[config.mk]
export PLATFORM = sky130hd
export DESIGN_NAME = senr_top
export DESIGN_NICKNAME = d
export VERILOG_FILES = /design/src/rtl/senr_pkg.sv /design/src/rtl/senr_evt_fmt.sv /design/src/rtl/senr_top.sv
export SDC_FILE = /design/constraint.sdc
export NUM_CORES = 1
export LEC_CHECK = 0
export BUFFER_PORTS_ARGS = -buffer_cell sky130_fd_sc_hd__buf_2
export CORE_MARGIN = 2
export CORE_UTILIZATION = 56
export CTS_CLUSTER_DIAMETER = 200
export DETAILED_ROUTE_END_ITERATION = 10
export PLACE_DENSITY = 0.86
export SYNTH_ARGS = -nofsm -noshare
export SYNTH_HDL_FRONTEND = slang
export SYNTH_HIERARCHICAL = 1
export SYNTH_SLANG_ARGS = --single-unit
[constraint.sdc]
create_clock -name CLK -period 4 [get_ports CLK]
set_clock_uncertainty 0.2 [all_clocks]
set_input_delay 0.4 -clock CLK [delete_from_list [all_inputs] [get_ports CLK]]
set_output_delay 0.4 -clock CLK [all_outputs]
set_load 0.1 [all_outputs]
[src/rtl/senr_pkg.sv]
// Behaviour
// - port 61h bit 7 reads parity pending
// - port 61h bit 6 reads channel check
// - port 61h bit 3 enables channel check
// - port 61h bit 2 enables parity check
// - port 70h bit 7 masks NMI
// - enabled ISA errors raise NMI
// - SMI disabled routes bus errors to NMI
// - SMI disabled means no SMI ever
// - SMI enabled takes every error first; here a PERR without SERR raises neither SMI nor NMI
// - bridge forwards secondary SERR and PERR upstream
// - 04h bit 6 and 05h bit 1 gate; forwarded secondary SERR/PERR here need only FORWARD_ENABLE
// - 90h bit 4 SERR on target abort
// - 90h bit 3 SERR on parity
// - 90h bit 1 SERR on multi-bit
// - location byte two holds device and function
// - location byte one holds bus number
// - first data byte flags, offset layout
// - third data byte FFh when unused
// - software origin identifier codes
// - memory records 0C, E7, 20/21, module, FF
// - ISA record slot byte, 0ffh unknown
// - 90h bit 0 SERR on single-bit
// - 91h status flags and failing rows
package senr_pkg;

	// ****************************************
	// register addresses
	// ****************************************
	localparam logic [15:0] IO_SYSCTL = 16'h0061;
	localparam logic [15:0] IO_NMI_MASK = 16'h0070;
	localparam logic [7:0] CFG_PARITY_EN = 8'h04;
	localparam logic [7:0] CFG_SERR_EN = 8'h05;
	localparam logic [7:0] CFG_ERR_CMD = 8'h90;
	localparam logic [7:0] CFG_MEM_STAT = 8'h91;

	// ****************************************
	// field positions and reset values
	// ****************************************
	localparam int SC_PAR_FLAG = 7;
	localparam int SC_CHK_FLAG = 6;
	localparam int SC_CHK_EN = 3;
	localparam int SC_PAR_EN = 2;
	localparam int NMI_MASK_BIT = 7;
	localparam int PERR_EN_BIT = 6;
	localparam int SERR_EN_BIT = 1;
	localparam int EC_TA = 4;
	localparam int EC_PCI_PAR = 3;
	localparam int EC_MBE = 1;
	localparam int EC_SBE = 0;
	localparam int MS_MBE_FLAG = 4;
	localparam int MS_MBE_ROW = 5;
	localparam int MS_SBE_FLAG = 0;
	localparam int MS_SBE_ROW = 1;
	localparam logic [7:0] REG_RESET = 8'h00;

	// ****************************************
	// event record encodings
	// ****************************************
	localparam logic [7:0] SENSOR_MEM = 8'h0C;
	localparam logic [7:0] SENSOR_BUS = 8'h13;
	localparam logic [7:0] SENSOR_NUM_NA = 8'hEF;
	localparam logic [7:0] TYPE_CODE = 8'hE7;
	localparam logic [7:0] D1_SBE = 8'h20;
	localparam logic [7:0] D1_MBE = 8'h21;
	localparam logic [3:0] OFS_PARITY = 4'h2;
	localparam logic [3:0] OFS_PERR = 4'h4;
	localparam logic [3:0] OFS_SERR = 4'h5;
	localparam logic [1:0] LOC3_NONE = 2'b00;
	localparam logic [1:0] LOC3_USED = 2'b10;
	localparam logic [7:0] DATA_UNUSED = 8'hFF;
	localparam logic [7:0] SWID_POST = 8'h00;
	localparam logic [7:0] SWID_SMM = 8'h10;
	localparam logic [7:0] SWID_ADDON = 8'h01;
	localparam logic [7:0] SWID_ADDON_SMM = 8'h11;
	localparam int NUM_KINDS = 6;

	// event kinds, lower code wins when several are pending
	typedef enum logic [2:0] {
		K_SBE = 3'b000,
		K_MBE = 3'b001,
		K_MPAR = 3'b010,
		K_IO_CHANNEL_CHECK_N = 3'b011,
		K_PERR = 3'b100,
		K_SERR = 3'b101
	} senr_kind_t;

	typedef enum logic [1:0] {
		ORG_POST = 2'b00,
		ORG_SMM = 2'b01,
		ORG_ADDON = 2'b10,
		ORG_ADDON_SMM = 2'b11
	} senr_origin_t;

	typedef enum logic {
		FMT_IDLE = 1'b0,
		FMT_HOLD = 1'b1
	} senr_fmt_state_t;

endpackage

[src/rtl/senr_evt_fmt.sv]
`timescale 1ns/1ps
// builds one event record and holds it until the controller takes it
module senr_evt_fmt (
	input wire logic CLK,
	input wire logic RESET_N,
	input wire logic start,
	input wire senr_pkg::senr_kind_t kind,
	input wire logic [7:0] loc_a,
	input wire logic [7:0] loc_b,
	input wire senr_pkg::senr_origin_t origin,
	input wire logic ready,
	output logic valid,
	output logic busy,
	output logic [7:0] sensor_type,
	output logic [7:0] sensor_num,
	output logic [7:0] type_code,
	output logic [7:0] data1,
	output logic [7:0] data2,
	output logic [7:0] data3,
	output logic [7:0] sw_id
);
	import senr_pkg::*;

	typedef struct packed {
		senr_fmt_state_t st;
		logic [7:0] stype;
		logic [7:0] d1;
		logic [7:0] d2;
		logic [7:0] d3;
		logic [7:0] swid;
	} senr_fmt_st_t;

	senr_fmt_st_t s_r;
	senr_fmt_st_t s_nxt;

	// first data byte for discrete bus events
	function automatic logic [7:0] bus_d1(input logic [3:0] ofs, input logic loc3);
		bus_d1 = {1'b0, (loc3 ? LOC3_USED : LOC3_NONE), 1'b0, ofs};
	endfunction

	function automatic logic [7:0] origin_code(input senr_origin_t o);
		case (o)
			ORG_POST: origin_code = SWID_POST;
			ORG_SMM: origin_code = SWID_SMM;
			ORG_ADDON: origin_code = SWID_ADDON;
			default: origin_code = SWID_ADDON_SMM;
		endcase
	endfunction

	// record assembly and hold until taken
	always_comb begin
		s_nxt = s_r;
		case (s_r.st)
			FMT_IDLE: begin
				if (start) begin
					s_nxt.st = FMT_HOLD;
					s_nxt.swid = origin_code(origin);
					s_nxt.d2 = loc_a;
					s_nxt.d3 = DATA_UNUSED;
					s_nxt.stype = SENSOR_BUS;
					case (kind)
						K_SBE: begin
							s_nxt.stype = SENSOR_MEM;
							s_nxt.d1 = D1_SBE;
						end
						K_MBE: begin
							s_nxt.stype = SENSOR_MEM;
							s_nxt.d1 = D1_MBE;
						end
						K_MPAR: begin
							s_nxt.stype = SENSOR_MEM;
							s_nxt.d1 = bus_d1(OFS_PARITY, 1'b0);
							s_nxt.d2 = DATA_UNUSED;
						end
						K_IO_CHANNEL_CHECK_N: s_nxt.d1 = bus_d1(OFS_PARITY, 1'b0);
						K_PERR: begin
							s_nxt.d1 = bus_d1(OFS_PERR, 1'b1);
							s_nxt.d3 = loc_b;
						end
						default: begin
							s_nxt.d1 = bus_d1(OFS_SERR, 1'b1);
							s_nxt.d3 = loc_b;
						end
					endcase
				end
			end
			FMT_HOLD: begin
				if (ready) begin
					s_nxt.st = FMT_IDLE;
				end
			end
			default: s_nxt.st = FMT_IDLE;
		endcase
	end

	always_ff @(posedge CLK or negedge RESET_N) begin
		if (!RESET_N) begin
			s_r <= '0;
		end else begin
			s_r <= s_nxt;
		end
	end

	// outputs straight from the held record, except sensor number and type code, which are constants
	assign valid = (s_r.st == FMT_HOLD);
	assign busy = (s_r.st == FMT_HOLD);
	assign sensor_type = s_r.stype;
	assign sensor_num = SENSOR_NUM_NA;
	assign type_code = TYPE_CODE;
	assign data1 = s_r.d1;
	assign data2 = s_r.d2;
	assign data3 = s_r.d3;
	assign sw_id = s_r.swid;
endmodule

[src/rtl/senr_top.sv]
`timescale 1ns/1ps
// error gating, NMI/SMI routing, bridge SERR/PERR and event record issue
module senr_top (
	input wire logic CLK,
	input wire logic RESET_N,
	// legacy I/O port access
	input wire logic [15:0] IO_ADDR,
	input wire logic IO_WR,
	input wire logic IO_RD,
	input wire logic [7:0] IO_WDATA,
	output logic [7:0] IO_RDATA,
	// host bridge configuration access
	input wire logic [7:0] CFG_ADDR,
	input wire logic CFG_WR,
	input wire logic CFG_RD,
	input wire logic [7:0] CFG_WDATA,
	output logic [7:0] CFG_RDATA,
	// error sources
	input wire logic IO_CHANNEL_CHECK_N,
	input wire logic ISA_MEM_PARITY_ERR,
	input wire logic [7:0] ISA_SLOT,
	input wire logic SINGLE_BIT_ERROR,
	input wire logic MULTI_BIT_ERROR,
	input wire logic [2:0] ECC_ROW,
	input wire logic [7:0] ECC_DIMM,
	input wire logic TARGET_ABORT,
	input wire logic PCI_PARITY_ERR,
	input wire logic [7:0] PCI_ERR_BUS,
	input wire logic [7:0] PCI_ERR_DEVFN,
	input wire logic SEC_SERR_N,
	input wire logic SEC_PERR_N,
	input wire logic FORWARD_ENABLE,
	input wire logic SMI_ENABLE,
	input wire senr_pkg::senr_origin_t EVT_ORIGIN,
	// processor interrupts
	output logic NMI,
	output logic SMI,
	// primary side open-drain error pins
	output logic PRI_SERR_N_O,
	output logic PRI_SERR_OE_N,
	output logic PRI_PERR_N_O,
	output logic PRI_PERR_OE_N,
	// event record toward the management controller
	output logic EVT_VALID,
	input wire logic EVT_READY,
	output logic [7:0] EVT_SENSOR_TYPE,
	output logic [7:0] EVT_SENSOR_NUM,
	output logic [7:0] EVT_TYPE_CODE,
	output logic [7:0] EVT_DATA1,
	output logic [7:0] EVT_DATA2,
	output logic [7:0] EVT_DATA3,
	output logic [7:0] EVT_SW_ID
);
	import senr_pkg::*;

	// ****************************************
	// state
	// ****************************************
	typedef struct packed {
		logic par_en;
		logic chk_en;
		logic par_flag;
		logic chk_flag;
		logic nmi_mask;
		logic [7:0] parity_report_en;
		logic [7:0] system_error_en;
		logic [7:0] err_cmd;
		logic [7:0] mem_stat;
		logic serr_pend;
		logic pri_serr;
		logic pri_perr;
		logic nmi;
		logic smi;
		logic [NUM_KINDS-1:0] pend;
		logic [7:0] mem_loc;
		logic [7:0] slot_loc;
		logic [7:0] pci_bus;
		logic [7:0] pci_devfn;
		logic [7:0] io_rdata;
		logic [7:0] cfg_rdata;
	} senr_top_st_t;

	senr_top_st_t s_r;
	senr_top_st_t s_nxt;

	logic fmt_busy;
	logic fmt_start;
	senr_kind_t fmt_kind;
	logic [7:0] fmt_loc_a;
	logic [7:0] fmt_loc_b;

	// lowest pending kind wins
	function automatic senr_kind_t first_kind(input logic [NUM_KINDS-1:0] p);
		first_kind = K_SERR;
		for (int i = NUM_KINDS - 1; i >= 0; i--) begin
			if (p[i]) begin
				first_kind = senr_kind_t'(i[2:0]);
			end
		end
	endfunction

	// one-hot bit of an event kind
	function automatic logic [NUM_KINDS-1:0] kind_bit(input senr_kind_t k);
		kind_bit = '0;
		kind_bit[k] = 1'b1;
	endfunction

	// ****************************************
	// next-state logic
	// ****************************************
	always_comb begin
		logic io_sc_wr;
		logic io_mask_wr;
		logic chk_seen;
		logic par_seen;
		logic serr_evt;
		logic fwd_serr;
		logic perr_evt;
		logic err_any;
		logic [NUM_KINDS-1:0] new_evt;
		logic [NUM_KINDS-1:0] pend_clr;
		io_sc_wr = 1'b0;
		io_mask_wr = 1'b0;
		chk_seen = 1'b0;
		par_seen = 1'b0;
		serr_evt = 1'b0;
		fwd_serr = 1'b0;
		perr_evt = 1'b0;
		err_any = 1'b0;
		new_evt = '0;
		pend_clr = '0;
		s_nxt = s_r;

		io_sc_wr = IO_WR && (IO_ADDR == IO_SYSCTL);
		io_mask_wr = IO_WR && (IO_ADDR == IO_NMI_MASK);

		// port 61h enables; flag bits and reserved bits ignore writes
		if (io_sc_wr) begin
			s_nxt.chk_en = IO_WDATA[SC_CHK_EN];
			s_nxt.par_en = IO_WDATA[SC_PAR_EN];
		end
		// NMI mask held until software clears it
		if (io_mask_wr) begin
			s_nxt.nmi_mask = IO_WDATA[NMI_MASK_BIT];
		end

		// ISA flags: writing the enable low clears, a new error wins
		chk_seen = !IO_CHANNEL_CHECK_N;
		par_seen = ISA_MEM_PARITY_ERR;
		if (io_sc_wr && !IO_WDATA[SC_CHK_EN]) begin
			s_nxt.chk_flag = 1'b0;
		end
		if (io_sc_wr && !IO_WDATA[SC_PAR_EN]) begin
			s_nxt.par_flag = 1'b0;
		end
		if (chk_seen) begin
			s_nxt.chk_flag = 1'b1;
		end
		if (par_seen) begin
			s_nxt.par_flag = 1'b1;
		end

		// host bridge configuration writes
		if (CFG_WR) begin
			case (CFG_ADDR)
				CFG_PARITY_EN: s_nxt.parity_report_en = CFG_WDATA;
				CFG_SERR_EN: s_nxt.system_error_en = CFG_WDATA;
				CFG_ERR_CMD: s_nxt.err_cmd = CFG_WDATA;
				CFG_MEM_STAT: begin
					// write one to a flag clears it
					if (CFG_WDATA[MS_MBE_FLAG]) begin
						s_nxt.mem_stat[MS_MBE_FLAG] = 1'b0;
					end
					if (CFG_WDATA[MS_SBE_FLAG]) begin
						s_nxt.mem_stat[MS_SBE_FLAG] = 1'b0;
					end
				end
				default: s_nxt.cfg_rdata = s_nxt.cfg_rdata;
			endcase
		end

		// memory error status with failing rows, set wins over clear
		if (MULTI_BIT_ERROR) begin
			s_nxt.mem_stat[MS_MBE_FLAG] = 1'b1;
			s_nxt.mem_stat[MS_MBE_ROW +: 3] = ECC_ROW;
		end
		if (SINGLE_BIT_ERROR) begin
			s_nxt.mem_stat[MS_SBE_FLAG] = 1'b1;
			s_nxt.mem_stat[MS_SBE_ROW +: 3] = ECC_ROW;
		end

		// host bridge SERR sources behind the SERR enable; forwarded secondary SERR only behind FORWARD_ENABLE
		serr_evt = s_r.system_error_en[SERR_EN_BIT] && (
			(TARGET_ABORT && s_r.err_cmd[EC_TA]) ||
			(PCI_PARITY_ERR && s_r.err_cmd[EC_PCI_PAR]) ||
			(MULTI_BIT_ERROR && s_r.err_cmd[EC_MBE]) ||
			(SINGLE_BIT_ERROR && s_r.err_cmd[EC_SBE]));
		fwd_serr = FORWARD_ENABLE && !SEC_SERR_N;
		perr_evt = (PCI_PARITY_ERR && s_r.parity_report_en[PERR_EN_BIT]) ||
			(FORWARD_ENABLE && !SEC_PERR_N);
		s_nxt.pri_serr = serr_evt || fwd_serr;
		s_nxt.pri_perr = perr_evt;

		// SERR pending for the interrupt path, dropped by clearing the enable
		if (CFG_WR && (CFG_ADDR == CFG_SERR_EN) && !CFG_WDATA[SERR_EN_BIT]) begin
			s_nxt.serr_pend = 1'b0;
		end
		if (serr_evt || fwd_serr) begin
			s_nxt.serr_pend = 1'b1;
		end

		// route enabled ISA errors and pending SERR to SMI when enabled, else to NMI
		err_any = (s_r.par_flag && s_r.par_en) || (s_r.chk_flag && s_r.chk_en) || s_r.serr_pend;
		s_nxt.smi = err_any && SMI_ENABLE;
		s_nxt.nmi = err_any && !SMI_ENABLE && !s_r.nmi_mask;

		// event capture with location bytes
		new_evt[K_SBE] = SINGLE_BIT_ERROR;
		new_evt[K_MBE] = MULTI_BIT_ERROR;
		new_evt[K_MPAR] = par_seen && s_r.par_en;
		new_evt[K_IO_CHANNEL_CHECK_N] = chk_seen && !s_r.chk_flag && s_r.chk_en;
		new_evt[K_PERR] = perr_evt;
		new_evt[K_SERR] = serr_evt || fwd_serr;
		if (SINGLE_BIT_ERROR || MULTI_BIT_ERROR) begin
			s_nxt.mem_loc = ECC_DIMM;
		end
		if (new_evt[K_IO_CHANNEL_CHECK_N]) begin
			s_nxt.slot_loc = ISA_SLOT;
		end
		if (new_evt[K_PERR] || new_evt[K_SERR]) begin
			s_nxt.pci_bus = PCI_ERR_BUS;
			s_nxt.pci_devfn = PCI_ERR_DEVFN;
		end
		if (fmt_start) begin
			pend_clr = kind_bit(fmt_kind);
		end
		s_nxt.pend = (s_r.pend & ~pend_clr) | new_evt;

		// registered read data; reserved and unmapped read zero
		if (IO_RD) begin
			s_nxt.io_rdata = REG_RESET;
			if (IO_ADDR == IO_SYSCTL) begin
				s_nxt.io_rdata[SC_PAR_FLAG] = s_r.par_flag;
				s_nxt.io_rdata[SC_CHK_FLAG] = s_r.chk_flag;
				s_nxt.io_rdata[SC_CHK_EN] = s_r.chk_en;
				s_nxt.io_rdata[SC_PAR_EN] = s_r.par_en;
			end
		end
		if (CFG_RD) begin
			case (CFG_ADDR)
				CFG_PARITY_EN: s_nxt.cfg_rdata = s_r.parity_report_en;
				CFG_SERR_EN: s_nxt.cfg_rdata = s_r.system_error_en;
				CFG_ERR_CMD: s_nxt.cfg_rdata = s_r.err_cmd;
				CFG_MEM_STAT: s_nxt.cfg_rdata = s_r.mem_stat;
				default: s_nxt.cfg_rdata = REG_RESET;
			endcase
		end
	end

	// ****************************************
	// state register
	// ****************************************
	always_ff @(posedge CLK or negedge RESET_N) begin
		if (!RESET_N) begin
			s_r <= '0;
		end else begin
			s_r <= s_nxt;
		end
	end

	// ****************************************
	// event record issue
	// ****************************************
	// start the formatter on the lowest pending kind when it is free
	always_comb begin
		fmt_start = !fmt_busy && (|s_r.pend);
		fmt_kind = first_kind(s_r.pend);
		fmt_loc_b = DATA_UNUSED;
		case (fmt_kind)
			K_SBE, K_MBE: fmt_loc_a = s_r.mem_loc;
			K_IO_CHANNEL_CHECK_N: fmt_loc_a = s_r.slot_loc;
			K_PERR, K_SERR: begin
				fmt_loc_a = s_r.pci_bus;
				fmt_loc_b = s_r.pci_devfn;
			end
			default: fmt_loc_a = DATA_UNUSED;
		endcase
	end

	senr_evt_fmt u_fmt (
		.CLK(CLK),
		.RESET_N(RESET_N),
		.start(fmt_start),
		.kind(fmt_kind),
		.loc_a(fmt_loc_a),
		.loc_b(fmt_loc_b),
		.origin(EVT_ORIGIN),
		.ready(EVT_READY),
		.valid(EVT_VALID),
		.busy(fmt_busy),
		.sensor_type(EVT_SENSOR_TYPE),
		.sensor_num(EVT_SENSOR_NUM),
		.type_code(EVT_TYPE_CODE),
		.data1(EVT_DATA1),
		.data2(EVT_DATA2),
		.data3(EVT_DATA3),
		.sw_id(EVT_SW_ID)
	);

	// ****************************************
	// outputs
	// ****************************************
	// open-drain pins only ever pull low
	assign PRI_SERR_N_O = 1'b0;
	assign PRI_SERR_OE_N = !s_r.pri_serr;
	assign PRI_PERR_N_O = 1'b0;
	assign PRI_PERR_OE_N = !s_r.pri_perr;
	assign NMI = s_r.nmi;
	assign SMI = s_r.smi;
	assign IO_RDATA = s_r.io_rdata;
	assign CFG_RDATA = s_r.cfg_rdata;
endmodule

=== After elaboration in Yosys (flattened, before gate mapping) ===
Index checks and enable logic that the tools add are counted.

* Flip-flop bits (word level): 133
* Bits of input ports: 94
* Output and inout port bits: 79
* Logic and storage cells: 152

* $lt $le $gt $ge: 2
* Equality and inequality tests: 14
* Multiplexer cells: 35
* Bitwise gates (word level): 4
* Reduce and logical (&&, ||, !) cells: 67

{| class="wikitable"
|+ Operators by type and width
! operator !! number
|-
| 41-bit two-way mux || 1
|-
| 16-bit by 7-bit equality test with 1-bit output (second input constant) || 2
|-
| 8-bit case mux with 4 select lines || 1
|-
| 7-bit case mux with 4 select lines || 1
|-
| 1-bit logical AND || 24
|-
| 8-bit two-way mux || 3
|-
| 8-bit case mux with 3 select lines || 1
|-
| 1-bit two-way mux || 17
|-
| 8-bit by 3-bit equality test with 1-bit output (second input constant) || 2
|-
| 8-bit equality test (second input constant) || 2
|-
| 2-bit nonzero test || 8
|-
| 5-bit case mux with 3 select lines || 1
|-
| 1-bit zero test || 12
|-
| 3-bit two-way mux || 4
|-
| 1-bit logical OR || 9
|-
| 2-bit AND reduction || 4
|-
| 6-bit bitwise AND || 1
|-
| 3-bit by 2-bit equality test with 1-bit output (second input constant) || 2
|-
| 3-bit equality test (second input constant) || 2
|-
| 6-bit two-way mux || 1
|-
| 6-bit NOT || 1
|-
| 6-bit bitwise OR || 1
|-
| 3-bit AND reduction || 2
|-
| 2-bit OR reduction || 3
|-
| other kinds (16) || 17
|}

=== Depth between registers and ports, before layout ===
Gate-level depths: netlist of run 1.

* Word-level depth: 13
* Depth in mapped cells: 8
* Gate-level depth less buffers: 5

=== Cells and area by module ===
The synthesis of run 1 kept the hierarchy.

{| class="wikitable"
|+ By module, submodules not included
! module !! instances !! cells each !! area an instance (um^2) !! seq. area each (um^2)
|-
| senr_top || 1 || 349 || 4,301.6 || 2,302.2
|-
| senr_evt_fmt || 1 || 115 || 1,398.8 || 625.6
|}

=== Least setup slack after synthesis of run 1 ===
No wires, ideal clock.

* Path type: register to register
* Start point: register s_r[48] (netlist bit)
* End point: register u_fmt.s_r (netlist bit u_fmt/sensor_type[3])
* Library setup time: 0.126 ns
* Arrival: 2.239 ns
* Required time: 3.674 ns
* Setup slack: 1.435 ns
* Cell stages (with the launch flop): 9
* Buffers on the path: 4
* Period minus slack after synthesis: 2.565 ns
* Path through: dfrtp_1 clkbuf_1 nor4_1 clkbuf_1 a21oi_1 nor2b_4 buf_6 buf_12 mux2_4

* Longest elaborated chain between the ends: 4
* Elaborated cells on any way between the ends: 9
* Classes of those cells: eq/ne: 2; mux: 2; reduce/logical: 5

{| class="wikitable"
|+ Ends and longest elaborated chain
! item !! line !! text
|-
| start: declaration || senr_top.sv:83 || <nowiki>senr_top_st_t s_r;</nowiki>
|-
| start signal: assignment || senr_top.sv:267 || <nowiki>s_r <= s_nxt;</nowiki>
|-
| 3-bit two-way mux * || senr_top.sv:96 || <nowiki>if (p[i]) begin</nowiki>
|-
| net fmt_kind[2] || senr_top.sv:88 || <nowiki>senr_kind_t fmt_kind;</nowiki>
|-
| 3-bit by 1-bit equality test with 1-bit output, or another cell as far along || senr_evt_fmt.sv:61 || <nowiki>case (kind)</nowiki>
|-
| 3-bit OR reduction (no source line) * || n/a ||
|-
| 5-bit two-way mux * || senr_evt_fmt.sv:61 ||
|-
| end signal: assignment || senr_evt_fmt.sv:100 || <nowiki>s_r <= s_nxt;</nowiki>
|-
| end: declaration || senr_evt_fmt.sv:33 || <nowiki>senr_fmt_st_t s_r;</nowiki>
|}

The timed path passes the listed nets; every way through them passes the cells marked *.
A chain may end at the register's enable or synchronous reset.

=== Worst setup path after layout of run 1 ===
* Start point: register s_r[51] (netlist bit)
* End point: register u_fmt.s_r (netlist bit u_fmt/data1[2])

* Elaborated cells on any way between the ends: 14
* Classes of those cells: eq/ne: 4; mux: 5; reduce/logical: 5

{| class="wikitable"
|+ RTL lines
! item !! line !! text
|-
| 6-bit OR reduction || senr_top.sv:276 || <nowiki>fmt_start = !fmt_busy && (|s_r.pend);</nowiki>
|-
| 1-bit logical AND || senr_top.sv:276 ||
|-
| net fmt_start || senr_top.sv:87 || <nowiki>logic fmt_start;</nowiki>
|-
| 2-bit AND reduction (no source line) || n/a ||
|}

The timed path passes the listed nets, and every way through them passes these cells.

==> results of run 1 <==
## report_power, final
| group | switching (mW) | internal [mW] |
|---|---|---|
| clock network | 0.497 | 1.07 |
| registers | 0.147 | 1.32 |
| logic | 0.966 | 0.357 |
| total | 1.61 | 2.75 |
## cell usage after synthesis, drive strengths merged
cell type / n
mux2i: 25
and3: 2
nor4b: 4
a21oi: 13
nand4: 1
o211ai: 1
o21a: 1
nand2b: 19
dfrtp: 117
o41ai: 2
o22ai: 8
nand2: 15
nand3b: 1
nor4: 2
buf: 62
a31oi: 1
nand4b: 1
a21boi: 1
a22oi: 2
a22o: 4
clkbuf: 6
nor2b: 4
nand3: 2
o21ai: 12
and2: 2
a21o: 4
nor2: 20
inv: 19
a2bb2oi: 8
nor3: 8
or3b: 2
nor3b: 9
and4: 1
mux2: 81
conb: 3
a221oi: 1
## worst paths after layout
kind                                     start                         end  slack (ps)  depth (start not counted)
setup / recovery             s_r[51]$_DFF_PN0_  u_fmt/data1[2]$_DFFE_PN0P_        1160                          6
max in group asynchronous              RESET_N    CFG_RDATA[0]$_DFFE_PN0P_        2370                          3
setup reg to reg             s_r[51]$_DFF_PN0_  u_fmt/data1[2]$_DFFE_PN0P_        1160                          6
min in group asynchronous              RESET_N         s_r[80]$_DFFE_PN0P_         260                          2
hold / removal                SINGLE_BIT_ERROR           s_r[48]$_DFF_PN0_          40                          2
hold reg to reg            s_r[91]$_DFFE_PN0P_               NMI$_DFF_PN0_         230                          1
## layout make-up
type                    count  area [um2]  area share
clock inverters             8         146      0.0199
inverters                  19        71.3     0.00969
repair buffers            192        1250       0.170
diodes                      1        2.50    0.000340
clock buffers              23         477      0.0648
well taps                 133         166      0.0226
multi-input cells         291        2320       0.315
flip-flops and latches    117        2930       0.398
## routing by layer
metal	wire length, um	up-vias	GRT usage
met5	0	-	0
met4	179	0	0.104
met3	764	12	0.0699
met2	7250	178	0.446
met1	5200	2041	0.290
li1	-	1890	-
## sequential cells by signal, indices dropped and copies added, names as in the netlist
name,cells
CFG_RDATA,8
IO_RDATA,4
NMI,1
SMI,1
s_r,78
u_fmt/busy,1
u_fmt/data1,4
u_fmt/data2,8
u_fmt/data3,8
u_fmt/sensor_type,2
u_fmt/sw_id,2
## repair_timing
action	4_1_cts	5_1_grt
hold buffers	55	0
hold endpoints to repair	130	0
buffers inserted	0	0
## kinds of logic after synthesis
family | synth area share
DFF | 0.514
AOI/OAI and AO/OA | 0.0667
muxes | 0.211
other | 0.00198
buffers and inverters | 0.101
and+or+nand+nor | 0.106
==> impl_results.md, run 1 <==
- Die area: 11000 um2
- CP bufs+invs: 2
- Synthesized area per cell: 12.3 um2
- Unrepaired setup endpoints after global routing: false
- CTS Buffer Depth: 2
- CP delay by family, top: simple AND/OR/NAND/NOR gates
- Crit path capture type: flop
- Drt wl/cell: 17.1 um
- DRT iter0 DRCs: 286
- Clock transition at path regs: 60 ps
- Synthesized area: 5700 um2
- Pre-CTS setup slack: 1220 ps
- Global-route wire length before repair: 21.3 mm
- Global-route usage over all layers: 0.253
- Vias in the first global route: 4308
- GPL Wtd Cong: 0.854
- Post-DP Area: 6180 um2
- Clock Latency Late Sink: 520 ps
- HPWL Detailed: 8.54 mm
- Fin nets: 732
- Detailed Routing Iterations Pass 1: 4
- Most frequent cells in the layout: buf_2, dfrtp_1, mux2_2
- Port bufs: 133
- Final Slew Violations: 0
- Hold slack final: 35.6 ps
- Share of layout cells above drive strength 1: 0.382
- Hold Violations, Final: 0
- Sink Count: 117
- Hold/Removal Path Class: primary input to flop
- Syn. warnings: 6
- Final core occ: 0.750
- CTS tree: done
- VDD IR max: 0.000467 V
- Top cell type's share of synthesized area: 0.514
- Synthesized instance count: 464
- Slew @ Worst Pin: 882 ps
- Pleak: 3.51 nW
- Die X: 105 um
- Number of antenna violations at the first check in global routing: 1
- Final worst slack: 1160 ps
- # fillers: 600
- Routed Antenna Nets: 0
- Max Cap Viol: 0
- Pwr/cell area: 592 nW/um2
- Total CTS buffers: 17
- Synth unique cells: 47
- Commonest non-fill, non-tap cell in the layout: buf_2
- CP most frequent cell: buf_4
- Worst Path Required: 4190 ps
- Final min period: 2840 ps
- Critical Path Start Type: flop
- I/O pin cnt: 173
- Tot Pwr: 4.36 mW
- Drt drc: 0
- Initial Util: 0.581
- Final setup violation count: 0
- Vias/cell: 5.26
- Cells after DPL: 697
- CTS Root Cell: clkbuf_8
- DIE HEIGHT: 105 um
- H-tree depth: 4
- Final TNS setup: 0 ps
- Non-Filler Instances: 784
- CP max FO: 25
- Sequential fraction of the synthesis area: 0.514
- Layout area overhead: 29.1%
- Peak Freq: 352 MHz
- Status: complete, no violations
- Slowest Stage Delay on Critical Path: 700 ps
- Max-slew headroom: 0.410
- Vias: 4121
- Design Area, Final: 7360 um2
- Largest net degree at the start of global routing: 51
- Ranking of synthesized cells by area: dfrtp_1, mux2_2, buf_4, mux2i_1, mux2_4
- CP Data Arrival Time: 3030 ps
- Crit path kind: flop to flop
- Slowest CP cell: dfrtp_1
- Synth Register Bits: 117
- Post-CTS sizing: 0
- DRT Wirelength: 13.4 mm
- Final Cycle Share: 0.710
- Crit-path cells: nor4_2 -> buf_4 -> a21oi_1 -> buf_4 -> nor2b_4 -> mux2_2
- Area leader, netlist: dfrtp_1
- Total gr overflow: 0
- Core Area: 9820 um2
- Core Rows: 36
Power figures use the tool's default switching activity.
==> run 2: changes to the inputs <==
- CORE_UTILIZATION: 56 -> 47
- PLACE_DENSITY: 0.86 -> 0.77
- clock period: 4 -> 2.25 ns (I/O delays scaled with it)
==> run 2 against run 1 <==
Via count fell by 1.1%. Global-route usage fell by 4.7 points. Final cell count rose by 4.3%. Die area rose by 18%. Register-to-register slack got worse by 880 ps. Sequential power rose by 73%. Sequential cell count did not move. Non-clock buffer count rose by 21.
==> impl_results.md, run 2 (same netlist as run 1, synthesis figures left out) <==
- Pleak: 3.61 nW (+2.8%)
- Vias: 4075 (-1.1%)
- Max FFs per register: 78 (unchanged)
- Hold/Removal Path Class: primary input to flop
- Unrepaired setup endpoints after global routing: false
- Max-slew headroom: 0.575 (+0.165)
- Number of antenna violations at the first check in global routing: 0 (-1)
- Final TNS setup: 0 ps (unchanged)
- Sink Count: 117 (unchanged)
- DRT iter0 DRCs: 218 (-24%)
- CP max FO: 11 (-56%)
- Pwr/cell area: 1030 nW/um2 (+74%)
- Largest net degree at the start of global routing: 54 (+5.9%)
- Slew @ Worst Pin: 637 ps (-245 ps)
- Total gr overflow: 0 (unchanged)
- # fillers: 888 (+48%)
- Final setup violation count: 0 (unchanged)
- Routed Antenna Nets: 0 (unchanged)
- Vias in the first global route: 4240 (-1.6%)
- Area of the multi-input gates: 2330 um2 (+0.54%)
- Port bufs: 133 (unchanged)
- FF+latch area: 2930 um2 (unchanged)
- Final Slew Violations: 0 (unchanged)
- Hold Violations, Final: 0 (unchanged)
- Crit-path cells: buf_4 -> buf_2
- Reg2Reg Depth: 4 (-2)
- Vias/cell: 4.98 (-5.2%)
- Hold Crit Depth: 5 (+3)
- Largest reg by FF count: s_r
- Most frequent cells in the layout: buf_2, dfrtp_1, mux2_2, dlygate4sd3_1, conb_1
- Global-route usage over all layers: 0.206 (-0.0475)
- Drt drc: 0 (unchanged)
- Die area: 13000 um2 (+18%)
- Layout area overhead: 33.1%
- Post-CTS sizing: 0 (unchanged)
- DIE HEIGHT: 114 um (+8.8%)
- Initial Util: 0.479 (-0.102)
- Max Cap Viol: 0 (unchanged)
- Die X: 114 um (+8.8%)
- Final core occ: 0.637 (-0.113)
- Worst Path Required: 1820 ps (-2370 ps)
- DRT Wirelength: 12.9 mm (-4.0%)
- CTS tree: done
- Commonest non-fill, non-tap cell in the layout: buf_2
- Peak Freq: 480 MHz
- Fin nets: 753 (+2.9%)
- I/O pin cnt: 173 (unchanged)
- Crit path kind: flop to output pin
- Antenna diodes: 0 (-1)
- Final Cycle Share: 0.925
- Final min period: 2080 ps
- CTS Root Cell: clkbuf_16
- Core Rows: 40 (+11%)
- Detailed Routing Iterations Pass 1: 5 (+1)
- Total CTS buffers: 17 (unchanged)
- Crit path capture type: output pin
- Slowest Stage Delay on Critical Path: 550 ps (-150 ps)
- Slowest CP cell: dfrtp_1
- HPWL Detailed: 8.82 mm (+3.4%)
- Share of layout cells above drive strength 1: 0.395 (+0.0134)
- Clock transition at path regs: 50 ps (about the same)
- CP Data Arrival Time: 1660 ps (-1370 ps)
- Drt wl/cell: 15.7 um (-8.0%)
- Global-route wire length before repair: 20.7 mm (-3.0%)
- Critical Path Start Type: flop
- Core Area: 11900 um2 (+21%)
- CTS Buffer Depth: 2 (unchanged)
- Clock Latency Late Sink: 410 ps (-110 ps)
- VDD IR max: 0.000564 V (+21%)
- H-tree depth: 4 (unchanged)
- Status: complete, no violations
- GPL Wtd Cong: 0.802 (-6.1%)
## run 2: cell count changes in the layout (fill, tap and decap cells not counted), sizes merged
cell / before / now
buf: 137 / 153
clkbuf: 23 / 19
clkinv: 3 / 2
clkinvlp: 1 / 5
diode: 1 / 0
dlygate4sd3: 55 / 60
inv: 19 / 20
## run 2: critical path, delay by kind of cell (launching register included)
family                 cells  cell delay [ps]
buffers and inverters      2              700
DFF                        1              550
## run 2: path summary, 6_finish.rpt
| check | start | to | slack, ps |
|---|---|---|---|
| setup reg to reg | s_r[48]$_DFF_PN0_ | u_fmt/data2[3]$_DFFE_PN0P_ | 280 |
| min in group asynchronous | RESET_N | s_r[85]$_DFFE_PN0P_ | 80 |
| hold reg to reg | s_r[91]$_DFFE_PN0P_ | NMI$_DFF_PN0_ | 230 |
| setup / recovery | u_fmt/busy$_DFF_PN0_ | EVT_VALID | 170 |
| hold / removal | CFG_ADDR[4] | s_r[63]$_DFFE_PN0P_ | 60 |
| max in group asynchronous | RESET_N | s_r[22]$_DFFE_PN0P_ | 1140 |
## run 2: timing repair
item | CTS | global route
endpoints found under the setup margin | 0 | 0
setup buffers | 0 | 0
hold buffers | 60 | 0
hold endpoints to repair | 205 | 0
## run 2: where the power goes
group          internal, mW  leakage (nW)  switching (mW)
clock                  1.85         0.282           0.962
combinational         0.704          1.91            1.76
sequential             2.34          1.42           0.194
## run 2: through the flow
step           setup WS, ps  hold slack (ps)  instance area [um2]  cells  power [mW]
6_report                168             56.7                 7590    818        7.82
5_1_grt                 101             57.1                 7590    818        8.13
4_1_cts                 158             36.4                 7590    818        7.86
3_5_place_dp            305            -27.6                 6370    727        4.95
3_3_place_gp            346            -35.8                 6370    727        4.91
2_1_floorplan          52.7             -271                 5830    495        4.56
## run 2: cell type report
class,count,share of cell area
Inverter,19,0.00940
Sequential cell,117,0.386
Multi-Input combinational cell,291,0.308
Timing Repair Buffer,213,0.192
Clock buffer,19,0.0571
Tap cell,147,0.0242
Clock inverter,12,0.0238
## run 2: routing by layer
layer,vias up,GRT usage,wire length [um]
met4,0,0.0780,76
met1,2016,0.258,5560
li1,1930,-,-
met2,124,0.349,6700
met5,-,0,0
met3,5,0.0461,515
